===== src/verilog/_unused_placeholder_never.sv =====
`default_nettype none
`default_nettype wire


===== src/inc/bus_retry_pkg.sv =====
// Purpose: shared constants and types for the bus retry and ordering logic
// Assumes: one bus clock, synchronous active-low reset
// Notes:   queue depth must be a power of two, at least two
`default_nettype none

package bus_retry_pkg;

    localparam int ADDR_W_DEF   = 32;
    localparam int DATA_W_DEF   = 32;
    localparam int WQ_DEPTH_DEF = 4;

    // four longwords per line
    localparam int LINE_BEATS = 4;
    localparam int BEAT_W     = 2;
    localparam logic [BEAT_W-1:0] BEAT_FIRST = 2'h0;
    localparam logic [BEAT_W-1:0] BEAT_LAST  = 2'h3;

    // address bits below this select a longword inside a line
    localparam int LINE_LSB = 4;

    localparam int PST_W = 4;
    localparam logic [PST_W-1:0] PST_RUN          = 4'h0;
    localparam logic [PST_W-1:0] PST_DOUBLE_FAULT = 4'h5;

    typedef enum logic [1:0] {
        ST_IDLE,
        ST_ARB,
        ST_CYCLE,
        ST_HALT
    } busState_t;

endpackage

`default_nettype wire


===== src/verilog/bus_retry_fault_ordering.sv =====
// Purpose: bus cycle sequencing with retry, double fault halt and ordering
// Assumes: termination and grant pins are synchronous to clk
// Notes:   one read held at a time, writes queued in order
`default_nettype none

module bus_retry_fault_ordering
    import bus_retry_pkg::*;
#(
    parameter int ADDR_W   = ADDR_W_DEF,
    parameter int DATA_W   = DATA_W_DEF,
    parameter int WQ_DEPTH = WQ_DEPTH_DEF
) (
    input  wire logic              clk,
    input  wire logic              reset_n,
    input  wire logic              rdValid,
    input  wire logic [ADDR_W-1:0] rdAddr,
    input  wire logic              rdSerial,
    input  wire logic              rdLine,
    input  wire logic              rdBurstOff,
    input  wire logic              rdLock,
    input  wire logic              rdCancel,
    output logic                   rdReady,
    output logic                   rdDone,
    output logic                   rdFault,
    output logic [DATA_W-1:0]      rdData,
    input  wire logic              wrValid,
    input  wire logic [ADDR_W-1:0] wrAddr,
    input  wire logic [DATA_W-1:0] wrData,
    input  wire logic              wrPush,
    input  wire logic              wrLockLast,
    input  wire logic              wrHit,
    input  wire logic              cacheOn,
    output logic                   wrReady,
    output logic                   wrDone,
    output logic                   wrFault,
    output logic                   cacheWe,
    output logic [ADDR_W-1:0]      cacheAddr,
    output logic [DATA_W-1:0]      cacheData,
    input  wire logic              snoopInval,
    input  wire logic              excStacking,
    input  wire logic              addrErr,
    input  wire logic              syncReq,
    output logic                   syncStall,
    input  wire logic              transferAck_n,
    input  wire logic              transferFaultAck_n,
    input  wire logic              grantIn_n,
    output logic                   requestOut_n,
    output logic                   transferStart_n,
    output logic [ADDR_W-1:0]      busAddr,
    output logic                   busWrite,
    output logic                   busLine,
    output logic [DATA_W-1:0]      busDataOut,
    input  wire logic [DATA_W-1:0] busDataIn,
    output logic                   lockOut_n,
    output logic                   atomicFinalWriteFlag_n,
    output logic                   busOe_n,
    output logic [PST_W-1:0]       procStateCode
);

    localparam int PTR_W = $clog2(WQ_DEPTH);
    localparam int CNT_W = PTR_W + 1;

    busState_t         state_q;
    logic              startPulse_q;
    logic [BEAT_W-1:0] beat_q;
    logic              retried_q;
    logic [ADDR_W-1:0] curAddr_q;
    logic [DATA_W-1:0] curData_q;
    logic              curWrite_q;
    logic              curLine_q;
    logic              curBurstOff_q;
    logic              curLock_q;
    logic              curLast_q;
    logic              curPush_q;
    logic              curSerial_q;
    logic              lockOn_q;

    logic              rdPend_q;
    logic [ADDR_W-1:0] rdAddr_q;
    logic              rdSerial_q;
    logic              rdLine_q;
    logic              rdBurstOff_q;
    logic              rdLock_q;
    logic              rdDiscard_q;
    logic              rdDone_q;
    logic              rdFault_q;
    logic [DATA_W-1:0] rdData_q;

    logic [ADDR_W-1:0] wqAddr [WQ_DEPTH];
    logic [DATA_W-1:0] wqData [WQ_DEPTH];
    logic              wqPush [WQ_DEPTH];
    logic              wqLast [WQ_DEPTH];
    logic [PTR_W-1:0]  head_q;
    logic [PTR_W-1:0]  tail_q;
    logic [CNT_W-1:0]  count_q;
    logic              wrDone_q;
    logic              wrFault_q;
    logic              cacheWe_q;
    logic [ADDR_W-1:0] cacheAddr_q;
    logic [DATA_W-1:0] cacheData_q;

    logic              tOk;
    logic              tErr;
    logic              tRty;
    logic              termLive;
    logic              ok;
    logic              rty0;
    logic              errEff;
    logic              cycleDone;
    logic              doubleFault;
    logic              grant;
    logic              pushDrop;
    logic [WQ_DEPTH-1:0] hitVec;
    logic              readGo;
    logic              pickRead;
    logic              pickWrite;
    logic              rdAccept;
    logic              rdFinish;
    logic              rdStarted;
    logic              wrAccept;
    logic              wrPop;

    function automatic logic entryLive(input logic [PTR_W-1:0] idx,
                                       input logic [PTR_W-1:0] head,
                                       input logic [CNT_W-1:0] cnt);
        logic [PTR_W-1:0] off;
        off = idx - head;
        return {1'b0, off} < cnt;
    endfunction

    term_decode u_term (
        .transferAck_n      (transferAck_n),
        .transferFaultAck_n (transferFaultAck_n),
        .termOk             (tOk),
        .termErr            (tErr),
        .termRetry          (tRty)
    );

    // the start cycle itself is never taken as terminated
    assign termLive = (state_q == ST_CYCLE) && !startPulse_q;
    assign ok       = termLive && tOk;
    assign rty0     = termLive && tRty && (beat_q == BEAT_FIRST);
    assign errEff   = termLive && (tErr || (tRty && beat_q != BEAT_FIRST));
    assign cycleDone = (ok && (!curLine_q || beat_q == BEAT_LAST)) || errEff;
    // a first-beat retry is neither an error nor a step toward a double fault; a later-beat retry counts as an error
    assign doubleFault = (errEff || addrErr) && excStacking;
    assign grant    = !grantIn_n;
    assign pushDrop = (state_q == ST_ARB) && retried_q && curPush_q && snoopInval;

    for (genvar gi = 0; gi < WQ_DEPTH; gi++) begin : g_hit
        assign hitVec[gi] = entryLive(PTR_W'(gi), head_q, count_q) &&
            (wqAddr[gi][ADDR_W-1:LINE_LSB] == rdAddr_q[ADDR_W-1:LINE_LSB]);
    end

    // reads pass queued writes unless they collide or are serialized
    assign readGo    = rdPend_q && (hitVec == '0) &&
                       !(rdSerial_q && count_q != '0);
    assign pickRead  = (state_q == ST_IDLE) && readGo;
    assign pickWrite = (state_q == ST_IDLE) && !readGo && (count_q != '0);

    assign rdReady   = !rdPend_q;
    assign rdAccept  = rdValid && rdReady;
    assign rdFinish  = cycleDone && !curWrite_q;
    assign rdStarted = pickRead || ((state_q != ST_IDLE) && !curWrite_q);
    assign wrReady   = count_q != CNT_W'(WQ_DEPTH);
    assign wrAccept  = wrValid && wrReady;
    assign wrPop     = (cycleDone && curWrite_q) || pushDrop;

    always_ff @(posedge clk) begin
        if (!reset_n) begin
            state_q      <= ST_IDLE;
            startPulse_q <= 1'b0;
            beat_q       <= BEAT_FIRST;
            retried_q    <= 1'b0;
        end else begin
            startPulse_q <= 1'b0;
            if (state_q != ST_HALT && doubleFault) begin
                state_q <= ST_HALT;
            end else begin
                case (state_q)
                    ST_IDLE: begin
                        if (pickRead || pickWrite) begin
                            state_q   <= ST_ARB;
                            beat_q    <= BEAT_FIRST;
                            retried_q <= 1'b0;
                        end
                    end
                    ST_ARB: begin
                        if (pushDrop) begin
                            state_q <= ST_IDLE;
                        end else if (grant) begin
                            state_q      <= ST_CYCLE;
                            startPulse_q <= 1'b1;
                            retried_q    <= 1'b0;
                        end
                    end
                    ST_CYCLE: begin
                        if (cycleDone) begin
                            state_q <= ST_IDLE;
                        end else if (rty0) begin
                            if (grant) begin
                                startPulse_q <= 1'b1;
                            end else begin
                                state_q   <= ST_ARB;
                                retried_q <= 1'b1;
                            end
                        end else if (ok) begin
                            beat_q       <= beat_q + 1'b1;
                            startPulse_q <= curBurstOff_q;
                        end
                    end
                    ST_HALT: begin
                        state_q <= ST_HALT;
                    end
                    default: begin
                        state_q <= ST_IDLE;
                    end
                endcase
            end
        end
    end

    // access information stays untouched across every retry
    always_ff @(posedge clk) begin
        if (!reset_n) begin
            curAddr_q     <= '0;
            curData_q     <= '0;
            curWrite_q    <= 1'b0;
            curLine_q     <= 1'b0;
            curBurstOff_q <= 1'b0;
            curLock_q     <= 1'b0;
            curLast_q     <= 1'b0;
            curPush_q     <= 1'b0;
            curSerial_q   <= 1'b0;
        end else if (pickRead) begin
            curAddr_q     <= rdAddr_q;
            curWrite_q    <= 1'b0;
            curLine_q     <= rdLine_q;
            curBurstOff_q <= rdBurstOff_q;
            curLock_q     <= rdLock_q;
            curLast_q     <= 1'b0;
            curPush_q     <= 1'b0;
            curSerial_q   <= rdSerial_q;
        end else if (pickWrite) begin
            curAddr_q     <= wqAddr[head_q];
            curData_q     <= wqData[head_q];
            curWrite_q    <= 1'b1;
            curLine_q     <= 1'b0;
            curBurstOff_q <= 1'b0;
            curLock_q     <= 1'b0;
            curLast_q     <= wqLast[head_q];
            curPush_q     <= wqPush[head_q];
            curSerial_q   <= 1'b0;
        end
    end

    always_ff @(posedge clk) begin
        if (!reset_n) begin
            lockOn_q <= 1'b0;
        end else if (pickRead && rdLock_q) begin
            lockOn_q <= 1'b1;
        end else if (cycleDone && curWrite_q && curLast_q) begin
            lockOn_q <= 1'b0;
        end else if (errEff && !curWrite_q && curLock_q) begin
            lockOn_q <= 1'b0;
        end
    end

    always_ff @(posedge clk) begin
        if (!reset_n) begin
            rdPend_q     <= 1'b0;
            rdAddr_q     <= '0;
            rdSerial_q   <= 1'b0;
            rdLine_q     <= 1'b0;
            rdBurstOff_q <= 1'b0;
            rdLock_q     <= 1'b0;
            rdDiscard_q  <= 1'b0;
        end else if (rdAccept) begin
            rdPend_q     <= 1'b1;
            rdAddr_q     <= rdAddr;
            rdSerial_q   <= rdSerial;
            rdLine_q     <= rdLine;
            rdBurstOff_q <= rdBurstOff;
            rdLock_q     <= rdLock;
            rdDiscard_q  <= 1'b0;
        end else if (rdFinish) begin
            rdPend_q <= 1'b0;
        end else if (rdCancel && rdPend_q) begin
            if (!rdStarted) begin
                rdPend_q <= 1'b0;
            end else if (!rdSerial_q) begin
                rdDiscard_q <= 1'b1;
            end
        end
    end

    always_ff @(posedge clk) begin
        if (!reset_n) begin
            rdDone_q  <= 1'b0;
            rdFault_q <= 1'b0;
            rdData_q  <= '0;
        end else begin
            rdDone_q  <= ok && !curWrite_q && !rdDiscard_q;
            rdFault_q <= errEff && !curWrite_q && !rdDiscard_q;
            if (ok && !curWrite_q) begin
                rdData_q <= busDataIn;
            end
        end
    end

    always_ff @(posedge clk) begin
        if (wrAccept) begin
            wqAddr[tail_q] <= wrAddr;
            wqData[tail_q] <= wrData;
            wqPush[tail_q] <= wrPush;
            wqLast[tail_q] <= wrLockLast;
        end
    end

    always_ff @(posedge clk) begin
        if (!reset_n) begin
            head_q  <= '0;
            tail_q  <= '0;
            count_q <= '0;
        end else begin
            if (wrAccept) begin
                tail_q <= tail_q + 1'b1;
            end
            if (wrPop) begin
                head_q <= head_q + 1'b1;
            end
            case ({wrAccept, wrPop})
                2'b10:   count_q <= count_q + 1'b1;
                2'b01:   count_q <= count_q - 1'b1;
                default: count_q <= count_q;
            endcase
        end
    end

    always_ff @(posedge clk) begin
        if (!reset_n) begin
            wrDone_q    <= 1'b0;
            wrFault_q   <= 1'b0;
            cacheWe_q   <= 1'b0;
            cacheAddr_q <= '0;
            cacheData_q <= '0;
        end else begin
            wrDone_q    <= ok && cycleDone && curWrite_q;
            wrFault_q   <= errEff && curWrite_q;
            cacheWe_q   <= wrAccept && wrHit && cacheOn;
            cacheAddr_q <= wrAddr;
            cacheData_q <= wrData;
        end
    end

    assign rdDone    = rdDone_q;
    assign rdFault   = rdFault_q;
    assign rdData    = rdData_q;
    assign wrDone    = wrDone_q;
    assign wrFault   = wrFault_q;
    assign cacheWe   = cacheWe_q;
    assign cacheAddr = cacheAddr_q;
    assign cacheData = cacheData_q;
    assign syncStall = syncReq && (count_q != '0 || rdPend_q ||
                                   state_q != ST_IDLE);

    assign requestOut_n    = !(state_q == ST_ARB || state_q == ST_CYCLE);
    assign busOe_n         = state_q != ST_CYCLE;
    assign transferStart_n = !startPulse_q;
    assign busAddr         = curAddr_q;
    assign busWrite        = curWrite_q;
    assign busLine         = curLine_q;
    assign busDataOut      = curData_q;
    assign lockOut_n       = !lockOn_q;
    assign atomicFinalWriteFlag_n = !(curWrite_q && curLast_q &&
        (state_q == ST_ARB || state_q == ST_CYCLE));
    assign procStateCode   = (state_q == ST_HALT) ? PST_DOUBLE_FAULT : PST_RUN;
endmodule // bus_retry_fault_ordering

`default_nettype wire


===== src/verilog/term_decode.sv =====
// Purpose: decode of the two termination pins into one cycle outcome
// Assumes: both pins change on the same bus clock edge
// Notes:   both high means wait states, no output is raised
`default_nettype none

module term_decode (
    input  wire logic transferAck_n,
    input  wire logic transferFaultAck_n,
    output logic      termOk,
    output logic      termErr,
    output logic      termRetry
);

    assign termOk    = !transferAck_n &&  transferFaultAck_n;
    assign termErr   =  transferAck_n && !transferFaultAck_n;
    assign termRetry = !transferAck_n && !transferFaultAck_n;

endmodule // term_decode

`default_nettype wire

===== config.mk =====
export PLATFORM = sky130hd
export DESIGN_NAME = bus_retry_fault_ordering
export DESIGN_NICKNAME = d
export VERILOG_FILES = /design/src/verilog/_unused_placeholder_never.sv /design/src/inc/bus_retry_pkg.sv /design/src/verilog/bus_retry_fault_ordering.sv /design/src/verilog/term_decode.sv
export SDC_FILE = /design/constraint.sdc
export NUM_CORES = 1
export LEC_CHECK = 0
export BUFFER_PORTS_ARGS = -buffer_cell sky130_fd_sc_hd__buf_2
export CORE_UTILIZATION = 55
export DETAILED_ROUTE_END_ITERATION = 16
export PLACE_DENSITY_LB_ADDON = 0.25
export SLEW_MARGIN = 20
export SYNTH_ARGS = -nofsm -noshare
export SYNTH_HDL_FRONTEND = slang
export SYNTH_SLANG_ARGS = --single-unit

===== constraint.sdc =====
create_clock -name clk -period 3.6 [get_ports clk]
set_input_delay 0.18 -clock clk [delete_from_list [all_inputs] [get_ports clk]]
set_output_delay 0.18 -clock clk [all_outputs]
set_load 0.005 [all_outputs]

==> summary.txt <==
Status
  – Run status: complete, no violations

Logic synthesis
  – Mapped Area: 19500 um2
  – EDFF count, synth: 264
  – Register area share after synthesis: 0.638
  – Yosys warnings: 0
  – Post-synthesis async set-or-reset flop share: 0
  – Yosys cell types: 70
  – Mapped Cells: 1388
  – Post-synthesis sequential element count: 489
  – Syn Area/Cell: 14.0 um2
  – Top_reg_cell synth: edfxtp_1

Min path
  – Hold path start: transferAck_n
  – Hold Path Class: primary input to flip-flop
  – Worst hold path depth: 5
  – WHS Endpoint: startPulse_q$_SDFF_PP0_

Global route
  – Vias in the first global route: 13100
  – Largest net degree at the start of global routing: 67
  – Met3 GRT Util: 0.0579
  – Antenna violations before repair: 0
  – Global-route wire length before repair: 74.3 mm
  – GRT Max-Usage Layer: met2
  – Met1 usage: 0.347
  – Met2 GRT Util: 0.465
  – Grt total ovfl: 0
  – Total GRT Usage: 0.273

Finish
  – Finished Cell Area: 24100 um2
  – Fill count: 2346
  – Area growth, synth to finish: 23.9%
  – Layout cells sized above 1: 0.267
  – Area occupied by multi-input gates: 6250 um2
  – Nets@finish: 1984
  – Reg area: 12400 um2

Clocking
  – Total CTS buffers: 49
  – Clk sinks: 489
  – Clock Path Buffers: 3
  – CTS Root Cell: clkbuf_16
  – Worst-Skew Late Latency: 580 ps
  – Setup Fix Bufs, Post-CTS: 0
  – CTS clk-pin slew, worst paths: 60 ps
  – TritonCTS clock tree: yes
  – H-tree levels: 2

Routing
  – Initial DRT Pass Iterations: 5
  – Routed WL per cell: 21.1 um
  – Routed WL: 48.9 mm
  – Iter 0 DRT Violations: 756
  – DRT antenna net count: 0
  – Remaining DRCs: 0
  – Post-DR vias/cell: 5.54
  – Vias: 12800

STA
  – Final Skew: 15.9 ps
  – RSZ-0062 raised after global routing: no
  – Pins Over Slew Limit: 0
  – Fin crit share: 0.932
  – Min Tclk post-route: 3350 ps
  – Worst hold slack: 54.5 ps
  – TNS Setup: 0 ps
  – Worst-margin pin slew: 979 ps
  – Slew headroom: 0.345
  – Fmax: 298 MHz
  – Final hold vios: 0
  – Finish-stage setup viols: 0

Worst setup path
  – Worst R2R Setup Slack: 250 ps
  – CP startpoint kind: flip-flop
  – CP Max Fanout: 7
  – Crit path DAT: 3860 ps
  – Critical Path RT: 4110 ps
  – Critical path's slowest cell: or3b_1
  – Top delay family on crit path: simple AND/OR/NAND/NOR gates
  – Critical path endpoint category: flip-flop
  – Worst r2r path cells: 12
  – Slowest Stage Delay on Critical Path: 500 ps
  – WS Path Type: flip-flop to flip-flop
  – Worst R2R Start: state_q[0]$_SDFFE_PN0P_
  – CP bufs+invs: 2
  – CP cell instances: inv_1 -> ha_1 -> nand2b_1 -> or3b_1 -> o21ai_1 -> a22o_1 -> ha_1 -> inv_1 -> fa_1 -> xor2_1 -> or3_2 -> a21oi_1
  – Worst r2r dst: count_q[2]$_SDFFE_PN0P_

Floorplanning
  – Die ar.: 36200 um2
  – Core ar.: 34700 um2
  – Core Rows: 68
  – Ports: 327
  – Initial cell density of the core: 0.561
  – Die height: 190 um
  – Die Wd: 190 um

Pwr
  – Comb power frac: 0.153
  – Flop pwr share: 0.484
  – Lkg Pwr: 9.64 nW
  – Clock power share: 0.362
  – Max VDD drop: 0.000446 V
  – Pint: 0.0101 W
  – P per Cell Area: 568 nW/um2
  – Switching Share: 0.260
  – Switching Power: 0.00356 W

Place
  – Port Buf Inserts: 324
  – Placer congestion estimate: 0.975
  – HPWL after DPL: 30.5 mm
  – Placed Area: 21200 um2

Flow run
  – Max-cap viol count: 0
-- placed cells by master, fill, tap and decap left out, drive strengths merged, types with 16 or more instances in the layout --
cell,instances
o221a,28
nand2,155
nor4,28
dfxtp,225
dlygate4sd3,139
mux2i,39
clkbuf,70
mux4,66
buf,345
ha,16
nor2,50
edfxtp,264
o21a,33
a21oi,78
and2,65
xor2,106
inv,22
nand3,19
-- cell type report --
cell class / count / area share
Clock inverter: 21 / 0.00695
Tap cell: 455 / 0.0236
Sequential cell: 489 / 0.515
Timing Repair Buffer: 484 / 0.134
Multi-Input combinational cell: 776 / 0.259
Antenna cell: 1 / 0.000104
Inverter: 19 / 0.00306
Clock buffer: 70 / 0.0584
-- timing repair --
item / 4_1_cts / 5_1_grt
setup endpoints to repair: 0 / 1
hold buffers: 139 / 0
hold endpoints to repair: 401 / 0
gates resized for setup: 0 / 1
-- worst register-to-register path, delay by kind of cell, from the launching register on --
kind / cells / cell delay, ps
simple gates: 3 / 1040
fa+ha+maj: 3 / 890
compound gates: 3 / 660
flops: 1 / 340
buf+inv: 2 / 190
xor+xnor: 1 / 160
-- cell usage after synthesis (all sizes together), types with 2 or more instances --
| library cell | count | share of area |
|---|---|---|
| nand4b | 2 | 0.00090 |
| a311oi | 2 | 0.0012 |
| and2 | 65 | 0.021 |
| mux2i | 39 | 0.020 |
| nand2b | 4 | 0.0013 |
| o21a | 33 | 0.013 |
| inv | 19 | 0.0037 |
| nor3b | 4 | 0.0018 |
| mux4 | 66 | 0.080 |
| nand3 | 19 | 0.0049 |
| ha | 16 | 0.010 |
| a41o | 4 | 0.0021 |
| xor2 | 106 | 0.048 |
| clkbuf | 68 | 0.023 |
| o221a | 28 | 0.016 |
| or3 | 6 | 0.0022 |
| nand4 | 8 | 0.0026 |
| nor2b | 3 | 0.00096 |
| or2 | 2 | 0.00064 |
| o2111ai | 2 | 0.00090 |
| and3 | 6 | 0.0019 |
| a21oi | 78 | 0.020 |
| dfxtp | 225 | 0.23 |
| nor3 | 8 | 0.0021 |
| o22ai | 3 | 0.00096 |
| edfxtp | 264 | 0.41 |
| xnor2 | 11 | 0.0049 |
| o21ai | 9 | 0.0025 |
| nand2 | 155 | 0.031 |
| nor2 | 50 | 0.0096 |
| nor4 | 28 | 0.0093 |
| buf | 37 | 0.017 |
-- sequential cells by signal, indices dropped and copies added, names as in the netlist, 2 cells and up, named ones only --
| signal | count |
|---|---|
| busAddr | 32 |
| busDataOut | 32 |
| wqData | 128 |
| tail_q | 2 |
| cacheData | 32 |
| rdData | 32 |
| head_q | 2 |
| beat_q | 2 |
| cacheAddr | 32 |
| wqAddr | 128 |
| count_q | 3 |
| wqLast | 4 |
| rdAddr_q | 32 |
| state_q | 2 |
| wqPush | 4 |
-- worst max-delay path by stage --
stage	startpoint	to	slack, ps	depth (start not counted)
6_report	state_q[0]$_SDFFE_PN0P_	count_q[2]$_SDFFE_PN0P_	250	12
5_1_grt	state_q[0]$_SDFFE_PN0P_	count_q[2]$_SDFFE_PN0P_	60	12
4_1_cts	state_q[0]$_SDFFE_PN0P_	count_q[2]$_SDFFE_PN0P_	180	12
3_5_place_dp	state_q[0]$_SDFFE_PN0P_	count_q[2]$_SDFFE_PN0P_	200	12
3_3_place_gp	state_q[0]$_SDFFE_PN0P_	count_q[2]$_SDFFE_PN0P_	320	12
2_1_floorplan	state_q[0]$_SDFFE_PN0P_	count_q[2]$_SDFFE_PN0P_	580	12
-- power by group through the flow --
stage / registers, W / clock network (W) / logic [W]
after global routing: 0.00667 / 0.00529 / 0.00227
after CTS: 0.00663 / 0.00504 / 0.00209
after floorplan: 0.00666 / 0 / 0.00132
after detailed placement: 0.00674 / 0 / 0.00196
final: 0.00663 / 0.00497 / 0.00210
after global placement: 0.00672 / 0 / 0.00193
-- logic make-up after synthesis --
| group | synth area share |
|---|---|
| compound gates | 0.0626 |
| xor+xnor | 0.0526 |
| fa+ha+maj | 0.0113 |
| buf+inv | 0.0434 |
| flops | 0.638 |
| mux | 0.100 |
| other cells | 0.000193 |
| simple gates | 0.0912 |
-- per-stage QoR --
step           total power (W)  utilization  setup slack [ps]  std cells
6_report                0.0137        0.695               245       2315
5_1_grt                 0.0142        0.695              60.2       2314
4_1_cts                 0.0138        0.695               176       2314
3_5_place_dp           0.00870        0.610               200       2084
3_3_place_gp           0.00865        0.610               323       2084
2_1_floorplan          0.00798            -               578       1389
-- routing by layer --
| metal | wire [um] | vias up |
|---|---|---|
| met2 | 23900 | 540 |
| met3 | 3630 | 74 |
| met1 | 20300 | 6309 |
| met4 | 1130 | 0 |
| li1 | - | 5893 |
| met5 | 0 | - |
Note: power is estimated with default switching activity, not from simulation.
